<file path="config.mk">
export PLATFORM = sky130hd
export DESIGN_NAME = pmc_ctrl
export DESIGN_NICKNAME = d
export VERILOG_FILES = /design/src/pkg/pmc_pkg.sv /design/src/design/pmc_ctrl.sv /design/src/design/pmc_sync.sv
export VERILOG_INCLUDE_DIRS = /design/src /design/src/pkg
export SDC_FILE = /design/constraint.sdc
export NUM_CORES = 1
export LEC_CHECK = 0
export ABC_AREA = 1
export BUFFER_PORTS_ARGS = -buffer_cell sky130_fd_sc_hd__buf_2
export CAP_MARGIN = 20
export CORE_MARGIN = 2
export CORE_UTILIZATION = 45
export DETAILED_ROUTE_END_ITERATION = 7
export HOLD_SLACK_MARGIN = 0.12
export PLACE_DENSITY_LB_ADDON = 0.12
export SYNTH_ARGS = -nofsm -noshare
export SYNTH_HDL_FRONTEND = slang
export SYNTH_HIERARCHICAL = 1
export SYNTH_SLANG_ARGS = --single-unit
</file>
<file path="constraint.sdc">
create_clock -name core_clk -period 5.3 [get_ports core_clk]
set_clock_uncertainty 0.05 [all_clocks]
set_input_delay 1.06 -clock core_clk [delete_from_list [all_inputs] [get_ports core_clk]]
set_output_delay 1.06 -clock core_clk [all_outputs]
set_load 0.02 [all_outputs]
</file>
<file path="src/pkg/pmc_map.svh">
// Timing counts and fixed figures of the power mode controller
`ifndef PMC_MAP_SVH
`define PMC_MAP_SVH

// Core clock period in ns
`define PMC_CLK_PERIOD_NS 100
// Longest idle to executing CPU time in ns
`define PMC_IDLE_WAKE_NS 14000
// Longest idle wake in cycles, rounded down
`define PMC_IDLE_WAKE_MAX_CYC ((`PMC_IDLE_WAKE_NS) / (`PMC_CLK_PERIOD_NS))
// Counter width for gating and restart sequences
`define PMC_CNT_W 8
// Cycles spent with CPU and memory clocks gated before the ack and domain power-down
`define PMC_GATE_CYC 8'h04
// Cycles spent restarting clocks on a wake, well under the idle limit
`define PMC_RESTART_CYC 8'h08
// Count value at which a sequence step ends
`define PMC_CNT_DONE 8'h00

`endif

</file>
<file path="src/pkg/pmc_pkg.sv">
// Types shared by the power mode controller files
package pmc_pkg;

  // Gray coded along active, enter, idle, wake, standby, shutdown, held
  typedef enum logic [2:0] {
    PMC_ACTIVE   = 3'h0,
    PMC_ENTER    = 3'h1,
    PMC_IDLE     = 3'h3,
    PMC_WAKE     = 3'h2,
    PMC_STANDBY  = 3'h6,
    PMC_SHUTDOWN = 3'h7,
    PMC_HELD     = 3'h5
  } pmc_mode_t;

  // Cause of the last reset
  typedef enum logic [1:0] {
    PMC_CAUSE_POR      = 2'h0,
    PMC_CAUSE_PIN      = 2'h1,
    PMC_CAUSE_SHUTWAKE = 2'h2
  } pmc_cause_t;

  // Source of the low-speed system clock
  typedef enum logic [1:0] {
    PMC_LF_XTAL = 2'h0,
    PMC_LF_RC   = 2'h1,
    PMC_LF_EXT  = 2'h2
  } pmc_lf_src_t;

endpackage : pmc_pkg
</file>
<file path="src/design/pmc_ctrl.sv">
// Power mode, clock source and reset cause controller
`timescale 1ns/1ns
`include "pmc_map.svh"

// How it works
// - Debug port boots two-pin, four-pin on request
// - Active: CPU, memories, radio, peripherals up
// - Idle: CPU and memory clocks stop; interrupt wakes
// - Idle to running CPU within fourteen microseconds
// - Standby wakes on pin, timer or coprocessor
// - Standby exit resumes CPU, retention kept
// - Standby holds all general I/O latched
// - Shutdown: everything off, only pin latch kept
// - Shutdown wake pin change causes a reset
// - Reset cause tells pin wake, pin, power-on
// - Wake sources allowed per mode
// - Clock enables per mode
// - Crystal sources high clock when enabled
// - Low RC clock needs tick compensation
// - Low clock external in, or driven out
// - Network role host link over SPI or UART
// - CPU may take coprocessor peripherals directly
module pmc_ctrl
  import pmc_pkg::*;
#(
  parameter int NPIN = 8
)
(
  // Clock, reset, enable
  input wire logic core_clk,
  input wire logic rst_n,
  input wire logic clk_en,
  // Software mode request
  input wire logic mode_req,
  input wire pmc_mode_t mode_req_sel,
  // Wake sources
  input wire logic irq_event,
  input wire logic rtc_event,
  input wire logic sc_event,
  input wire logic reset_pin_n,
  input wire logic [NPIN-1:0] wake_pin,
  input wire logic [NPIN-1:0] pin_wake_en,
  input wire logic [NPIN-1:0] shut_wake_en,
  // General I/O drive from the core
  input wire logic [NPIN-1:0] gpio_out,
  // Configuration
  input wire logic jtag_cfg_wr,
  input wire logic jtag_4pin_sel,
  input wire logic hf_xtal_en,
  input wire logic lf_xtal_use,
  input wire logic lf_ext_sel,
  input wire logic lf_clk_out_req,
  input wire logic network_coprocessor_role,
  input wire logic host_uart_sel,
  input wire logic cpu_sc_take,
  // Mode status and handshake
  output pmc_mode_t cur_mode,
  output logic mode_ack,
  output logic cpu_resume,
  output logic sys_reset,
  output pmc_cause_t reset_cause,
  // Domain gating
  output logic cpu_clk_en,
  output logic mem_clk_en,
  output logic flash_on,
  output logic sram_on,
  output logic sram_ret,
  output logic radio_avail,
  output logic periph_clk_en,
  output logic always_on_domain,
  output logic sc_on,
  // Clock control
  output logic high_speed_sys_clock,
  output logic hf_src_xtal,
  output logic medium_speed_sys_clock,
  output logic low_speed_sys_clock,
  output pmc_lf_src_t lf_src,
  output logic rtc_comp_en,
  output logic lf_clk_out_en,
  // Pads, debug, host and coprocessor
  output logic io_latch,
  output logic [NPIN-1:0] pad_out,
  output logic jtag_4pin,
  output logic host_spi_en,
  output logic host_uart_en,
  output logic sc_periph_by_cpu
);

  // ********************************
  // State
  // ********************************
  typedef struct packed {
    pmc_mode_t mode;
    pmc_mode_t target;
    logic [`PMC_CNT_W-1:0] cnt;
    logic from_stby;
    logic [NPIN-1:0] pin_prev;
    logic [NPIN-1:0] hold_val;
    logic mode_ack;
    logic cpu_resume;
    logic sys_reset;
    pmc_cause_t cause;
    logic cpu_clk_en;
    logic mem_clk_en;
    logic flash_on;
    logic sram_on;
    logic sram_ret;
    logic radio_avail;
    logic periph_clk_en;
    logic aon_on;
    logic sc_on;
    logic hf_on;
    logic hf_xtal;
    logic mf_on;
    logic lf_on;
    pmc_lf_src_t lf_src;
    logic rtc_comp;
    logic lf_out;
    logic io_latch;
    logic [NPIN-1:0] pad;
    logic jtag_4pin;
    logic host_spi;
    logic host_uart;
    logic sc_by_cpu;
  } pmc_st_t;

  pmc_st_t s;
  pmc_st_t next_s;

  // ********************************
  // Input synchronisers
  // ********************************
  logic [NPIN+2:0] sync_q;
  logic [NPIN-1:0] pin_now;
  logic rtc_s;
  logic sc_s;
  logic rstpin_n_s;

  // Reset pin idles high so the sync stages start high too
  pmc_sync #(
    .W(NPIN + 3),
    .RST_VAL({1'b1, {(NPIN + 2){1'b0}}})
  ) u_sync (
    .core_clk(core_clk),
    .rst_n(rst_n),
    .clk_en(clk_en),
    .async_in({reset_pin_n, sc_event, rtc_event, wake_pin}),
    .sync_out(sync_q)
  );

  assign pin_now = sync_q[NPIN-1:0];
  assign rtc_s = sync_q[NPIN];
  assign sc_s = sync_q[NPIN+1];
  assign rstpin_n_s = sync_q[NPIN+2];

  // ********************************
  // Helpers
  // ********************************
  // Only the low-power modes may be requested
  function automatic logic is_low_mode(input pmc_mode_t m);
    return (m == PMC_IDLE) || (m == PMC_STANDBY) ||
           (m == PMC_SHUTDOWN) || (m == PMC_HELD);
  endfunction : is_low_mode

  // Pin level change against a reference
  function automatic logic pin_hit(input logic [NPIN-1:0] now,
                                   input logic [NPIN-1:0] ref_lvl,
                                   input logic [NPIN-1:0] en);
    return |((now ^ ref_lvl) & en);
  endfunction : pin_hit

  // ********************************
  // Next state
  // ********************************
  logic edge_wake;
  logic lf_run;

  always_comb
  begin
    next_s = s;
    next_s.mode_ack = 1'b0;
    next_s.cpu_resume = 1'b0;
    next_s.sys_reset = 1'b0;
    next_s.pin_prev = pin_now;
    edge_wake = pin_hit(pin_now, s.pin_prev, pin_wake_en);
    lf_run = 1'b0;

    // Mode sequencing
    case (s.mode)
      PMC_ACTIVE:
      begin
        if (mode_req && is_low_mode(mode_req_sel))
        begin
          next_s.mode = PMC_ENTER;
          next_s.target = mode_req_sel;
          next_s.cnt = `PMC_GATE_CYC;
          next_s.hold_val = gpio_out;
        end
        if (jtag_cfg_wr)
          next_s.jtag_4pin = jtag_4pin_sel;
      end
      PMC_ENTER:
      begin
        // Ack only once clock gating has settled; domains power down on the ack edge
        if (s.cnt == `PMC_CNT_DONE)
        begin
          next_s.mode = s.target;
          next_s.mode_ack = 1'b1;
        end
        else
          next_s.cnt = s.cnt - 8'h01;
      end
      PMC_IDLE:
      begin
        if (irq_event || edge_wake || rtc_s)
        begin
          next_s.mode = PMC_WAKE;
          next_s.cnt = `PMC_RESTART_CYC;
        end
      end
      PMC_STANDBY:
      begin
        if (edge_wake || rtc_s || sc_s)
        begin
          next_s.mode = PMC_WAKE;
          next_s.cnt = `PMC_RESTART_CYC;
          next_s.from_stby = 1'b1;
        end
      end
      PMC_WAKE:
      begin
        if (s.cnt == `PMC_CNT_DONE)
        begin
          next_s.mode = PMC_ACTIVE;
          next_s.cpu_resume = s.from_stby;
          next_s.from_stby = 1'b0;
        end
        else
          next_s.cnt = s.cnt - 8'h01;
      end
      PMC_SHUTDOWN:
      begin
        // Compare against the level seen at entry, not last cycle
        next_s.pin_prev = s.pin_prev;
        if (pin_hit(pin_now, s.pin_prev, shut_wake_en))
        begin
          next_s.mode = PMC_ACTIVE;
          next_s.sys_reset = 1'b1;
          next_s.cause = PMC_CAUSE_SHUTWAKE;
          next_s.jtag_4pin = 1'b0;
        end
      end
      PMC_HELD:
      begin
        next_s.mode = PMC_HELD;
      end
      default:
      begin
        next_s.mode = PMC_ACTIVE;
      end
    endcase

    // Reset pin wins in every mode, held included
    if (!rstpin_n_s)
    begin
      next_s.mode = PMC_ACTIVE;
      next_s.sys_reset = 1'b1;
      next_s.cause = PMC_CAUSE_PIN;
      next_s.jtag_4pin = 1'b0;
      next_s.from_stby = 1'b0;
    end

    // Domain gating from the mode being entered
    next_s.cpu_clk_en = next_s.mode == PMC_ACTIVE;
    next_s.mem_clk_en = next_s.mode == PMC_ACTIVE;
    next_s.flash_on = (next_s.mode == PMC_ACTIVE) || (next_s.mode == PMC_IDLE) ||
                      (next_s.mode == PMC_WAKE) || (next_s.mode == PMC_ENTER);
    next_s.sram_on = next_s.flash_on;
    next_s.sram_ret = next_s.mode == PMC_STANDBY;
    next_s.radio_avail = next_s.flash_on;
    next_s.periph_clk_en = next_s.flash_on;
    next_s.aon_on = (next_s.mode != PMC_SHUTDOWN) && (next_s.mode != PMC_HELD);
    next_s.sc_on = next_s.aon_on;

    // Clock enables and sources
    next_s.hf_on = next_s.flash_on;
    next_s.hf_xtal = next_s.hf_on && hf_xtal_en;
    next_s.mf_on = next_s.aon_on;
    lf_run = next_s.aon_on;
    next_s.lf_on = lf_run;
    // External input takes priority, then crystal, then RC
    if (lf_ext_sel)
      next_s.lf_src = PMC_LF_EXT;
    else if (lf_xtal_use)
      next_s.lf_src = PMC_LF_XTAL;
    else
      next_s.lf_src = PMC_LF_RC;
    next_s.rtc_comp = lf_run && (next_s.lf_src == PMC_LF_RC);
    next_s.lf_out = lf_run && lf_clk_out_req && (next_s.lf_src != PMC_LF_EXT);

    // Pad latch holds the entry value through standby and shutdown
    next_s.io_latch = (next_s.mode == PMC_STANDBY) ||
                      (next_s.mode == PMC_SHUTDOWN);
    next_s.pad = next_s.io_latch ? s.hold_val : gpio_out;

    // Host link live with the peripherals; coprocessor ownership follows cpu_sc_take in every mode
    next_s.host_spi = next_s.flash_on && network_coprocessor_role && !host_uart_sel;
    next_s.host_uart = next_s.flash_on && network_coprocessor_role && host_uart_sel;
    next_s.sc_by_cpu = cpu_sc_take;
  end

  // ********************************
  // Registers
  // ********************************
  // All outputs low in reset; active gating appears one edge later
  always_ff @(posedge core_clk)
  begin
    if (!rst_n)
      s <= '0;
    else if (clk_en)
      s <= next_s;
  end

  // ********************************
  // Outputs
  // ********************************
  assign cur_mode = s.mode;
  assign mode_ack = s.mode_ack;
  assign cpu_resume = s.cpu_resume;
  assign sys_reset = s.sys_reset;
  assign reset_cause = s.cause;
  assign cpu_clk_en = s.cpu_clk_en;
  assign mem_clk_en = s.mem_clk_en;
  assign flash_on = s.flash_on;
  assign sram_on = s.sram_on;
  assign sram_ret = s.sram_ret;
  assign radio_avail = s.radio_avail;
  assign periph_clk_en = s.periph_clk_en;
  assign always_on_domain = s.aon_on;
  assign sc_on = s.sc_on;
  assign high_speed_sys_clock = s.hf_on;
  assign hf_src_xtal = s.hf_xtal;
  assign medium_speed_sys_clock = s.mf_on;
  assign low_speed_sys_clock = s.lf_on;
  assign lf_src = s.lf_src;
  assign rtc_comp_en = s.rtc_comp;
  assign lf_clk_out_en = s.lf_out;
  assign io_latch = s.io_latch;
  assign pad_out = s.pad;
  assign jtag_4pin = s.jtag_4pin;
  assign host_spi_en = s.host_spi;
  assign host_uart_en = s.host_uart;
  assign sc_periph_by_cpu = s.sc_by_cpu;

endmodule : pmc_ctrl

</file>
<file path="src/design/pmc_sync.sv">
// Two-stage synchroniser for inputs from outside the core clock
`timescale 1ns/1ns
module pmc_sync
#(
  parameter int W = 1,
  parameter logic [W-1:0] RST_VAL = '0
)
(
  // Clock and control
  input wire logic core_clk,
  input wire logic rst_n,
  input wire logic clk_en,
  // Data
  input wire logic [W-1:0] async_in,
  output logic [W-1:0] sync_out
);

  // ********************************
  // State
  // ********************************
  typedef struct packed {
    logic [W-1:0] meta;
    logic [W-1:0] stable;
  } pmc_sync_st_t;

  pmc_sync_st_t s;
  pmc_sync_st_t next_s;

  // First stage feeds only the second stage
  always_comb
  begin
    next_s.meta = async_in;
    next_s.stable = s.meta;
  end

  // Register the copy
  always_ff @(posedge core_clk)
  begin
    if (!rst_n)
      s <= '{meta: RST_VAL, stable: RST_VAL};
    else if (clk_en)
      s <= next_s;
  end

  assign sync_out = s.stable;

endmodule : pmc_sync

</file>
==> summary.md <==
| Metric | Value |
|---|---|
| Status | completed |
| Peak supply drop | 0.142 mV |
| Initial core utilization | between 40% and 50% |
| Die Height | slightly below 100 um |
| Worst setup path startpoint | mode_req_sel[0] |
| Area of the mapped netlist | 0.00396 sq mm |
| Reg2reg end | s[61]$_SDFFE_PN0P_ |
| Total gr overflow | 0 |
| Crit end category | flop |
| RSZ-0062 raised after global routing | false |
| Final Hold Fails | 0 |
| Mapped Nets | 633 |
| Fin crit share | 48.5% |
| Clock Sinks | 80 |
| Synth Instances | between 500 and 600 |
| Fmax | 389 MHz |
| Detailed Route WL | 8.89 mm |
| Htree depth | 3 |
| Pin count of the biggest net entering global routing | 55 |
| Commonest non-fill, non-tap cells in the layout | nand2_1, buf_2, nor2_1, dfxtp_1, inv_1 |
| Clk buf depth | 2 |
| Yosys cell types | 34 |
| Max Slew Vio Count | 0 |
| Max incr delay on CP | ~0.8 ns |
| CP dominant cell by count | nor2_1 |
| Commonest non-fill, non-tap cell in the layout | nand2_1 |
| CTS resizes | 0 |
| Vias in the first global route | 3332 |
| Syn avg cell area | about 7 sq um |
| Setup tns final | 0 ns |
| Antenna diodes | 0 |
| Initial antenna violation count | 0 |
| Worst hold path depth | 2 |
| Cell row count | 34 |
| Min Hold Slack | between 0.4 and 0.5 ns |
| GPL Wtd Cong | 0.902 |
| Clock root buffer | clkbuf_8 |
| Clk_lat worst skew | 0.35 ns |
| Vias per std cell | 4.77 |
| Worst-margin pin slew | 1.04 ns |
| # Post-CTS Setup Buffers | 0 |
| I/O Pins | 90 |
| Register area share after synthesis | 40.5% |
| CTS tree | yes |
| Worst setup SP type | primary input |
| PwrDens | about 310 mW/mm^2 |
| Rel. slew slack | 30.1% |
| Slowest cell on crit path | nor2_1 |
| Final min period | 2.57 ns |
| Pre-antenna DRT Iters | 4 |
| Routed via count | 3562 |
| Dpl ws | 2.35 ns |
| Die width | between 90 and 100 um |
| Worst setup margin | 2.73 ns |
| FF-to-FF path depth | 8 |
| Crit Path Category | primary input to flop |
| # nets final | 688 |
| CP Cell Sequence | buf_2 > o21ai_0 > nor2_1 > nand2_1 > nor2_1 > inv_1 > nor2_1 > nor2_1 |
| Critical path data required time | 5.49 ns |
| Worst hold start | reset_cause[1]$_SDFFE_PN0P_ |
| R2R setup slack | 2.99 ns |
| Count of final setup violators | 0 |
| #FFs+latches synth | 80 |
| Die footprint | between 0.009 and 0.01 sq mm |
| Syn. warnings | 6 |
| Antenna Nets Post-Route | 0 |
| CTS Hold Bufs | 0 |
| Crit path max fanout | 20 |
| Lkg Pwr | 2.18 nW |
| DRC violations left | 0 |
| Global-route wire length before repair | 15.3 mm |
| Clock slew at the register clock pins of the worst setup and hold paths | ~0.080 ns |
| Reg2Reg Launch Point | cur_mode[0]$_SDFFE_PN0P_ |
| Total power | 1.38 mW |
| Core box area | about 0.0086 sq mm |
| Num CTS Buffers | 9 |
| Worst Path Arrival | 2.76 ns |
| Hpwl dp | 6.43 mm |
| Min-Delay Endpoint | reset_cause[1]$_SDFFE_PN0P_ |
| HP Class | flop to flop |
| P&R area growth vs syn | 11.5% |
| Fraction of layout cells with a size suffix above 1 | 19.1% |
| DR WL/cell | 11.9 um |
| Detailed router's first-iteration violation count | 156 |
| # Max-Cap Violations | 0 |
| IO Port Bufs | 89 |
| Gr usage total | 19.4% |
[kinds of logic (layout without fill, tap and decap cells)]
group | count (synthesis) | count (layout) | share of synthesized area (%)
AND/OR/NAND/NOR | 280 | 280 | 30.1
adder cells (fa/ha/maj) | 1 | 1 | 0.316
buffers and inverters | 125 | 184 | 15.9
XOR/XNOR | 4 | 4 | 0.885
flip-flops | 80 | 80 | 40.5
AO/OA/AOI/OAI | 90 | 90 | 12.3
[power breakdown]
part / switching, mW / total [mW] / internal [mW]
Sequential: 0.0292 / 0.670 / 0.641
Combinational: 0.176 / 0.272 / 0.0957
Clock: 0.220 / 0.435 / 0.215
Total: 0.425 / 1.38 / 0.952
[synthesized netlist by cell type]
| cell | number | area share (%) |
|---|---|---|
| a211oi_1 | 3 | 0.57 |
| a211oi_2 | 1 | 0.32 |
| a21oi_1 | 45 | 5.7 |
| a21oi_2 | 1 | 0.22 |
| a21oi_4 | 1 | 0.41 |
| a22oi_1 | 1 | 0.19 |
| a31oi_1 | 2 | 0.32 |
| and3_1 | 1 | 0.16 |
| buf_1 | 1 | 0.095 |
| buf_2 | 6 | 0.76 |
| buf_4 | 25 | 4.7 |
| buf_6 | 6 | 1.7 |
| bufinv_8 | 1 | 0.44 |
| clkbuf_1 | 9 | 0.85 |
| dfxtp_1 | 80 | 40 |
| ha_1 | 1 | 0.32 |
| inv_1 | 74 | 7.0 |
| inv_2 | 3 | 0.28 |
| nand2_1 | 127 | 12 |
| nand2_2 | 2 | 0.32 |
| nand2_4 | 2 | 0.57 |
| nand3_1 | 44 | 5.6 |
| nand3_2 | 4 | 1.0 |
| nand3b_1 | 2 | 0.38 |
| nand4_1 | 4 | 0.63 |
| nor2_1 | 84 | 8.0 |
| nor2_2 | 1 | 0.16 |
| nor2_4 | 1 | 0.28 |
| nor3_1 | 8 | 1.0 |
| o211ai_1 | 1 | 0.19 |
| o21ai_0 | 34 | 4.3 |
| o21ai_1 | 1 | 0.13 |
| xnor2_1 | 1 | 0.22 |
| xor2_1 | 3 | 0.66 |
[area by class of cell]
class | instances | area (sq um)
Sequential cell | 80 | 1600
Inverter | 78 | 307
Fill cell | 929 | 4220
Clock buffer | 10 | 128
Clock inverter | 5 | 56.3
Tap cell | 108 | 135
Multi-Input combinational cell | 375 | 1730
Timing Repair Buffer | 91 | 460
[state kept, by name (all words and copies together), names as in the netlist, 2 cells and up]
register and cells:
pad_out 8, lf_src 2, u_sync/sync_out 11, cur_mode 3, reset_cause 2, s 28
u_sync/next_s 11
[through the flow]
stage               util, %  std cells  area (sq um)
floorplan                 -        580          3960
global placement       49.0        732          4230
detailed placement     49.0        732          4230
CTS                    51.1        747          4410
global route           51.1        747          4410
finish                 51.1        747          4410
[worst max-delay path, delay by kind of cell]
family / cells / cell delay, ns
AO/OA/AOI/OAI: 1 / 0.08
AND/OR/NAND/NOR: 5 / 1.33
buffers and inverters: 2 / 0.29
[worst max-delay path by stage]
stage | end | slack [ns] | cells past startpoint
finish | s[61]$_SDFFE_PN0P_ | 2.73 | 8
detailed placement | s[61]$_SDFFE_PN0P_ | 2.35 | 8
floorplan | s[56]$_SDFFE_PN0P_ | 3.05 | 7
CTS | s[61]$_SDFFE_PN0P_ | 2.73 | 8
global route | s[61]$_SDFFE_PN0P_ | 2.52 | 8
global placement | cur_mode[1]$_SDFFE_PN0P_ | 2.43 | 3
[metal layers]
layer / up-vias / GRT usage [%] / part of all wire (%)
met5: - / 0 / 0
met4: 0 / 8.65 / 1.9
met3: 12 / 2.72 / 3.4
met2: 64 / 30.7 / 45
met1: 1580 / 26.6 / 50
li1: 1906 / - / -
No activity file was read; power rests on OpenSTA's default activity.
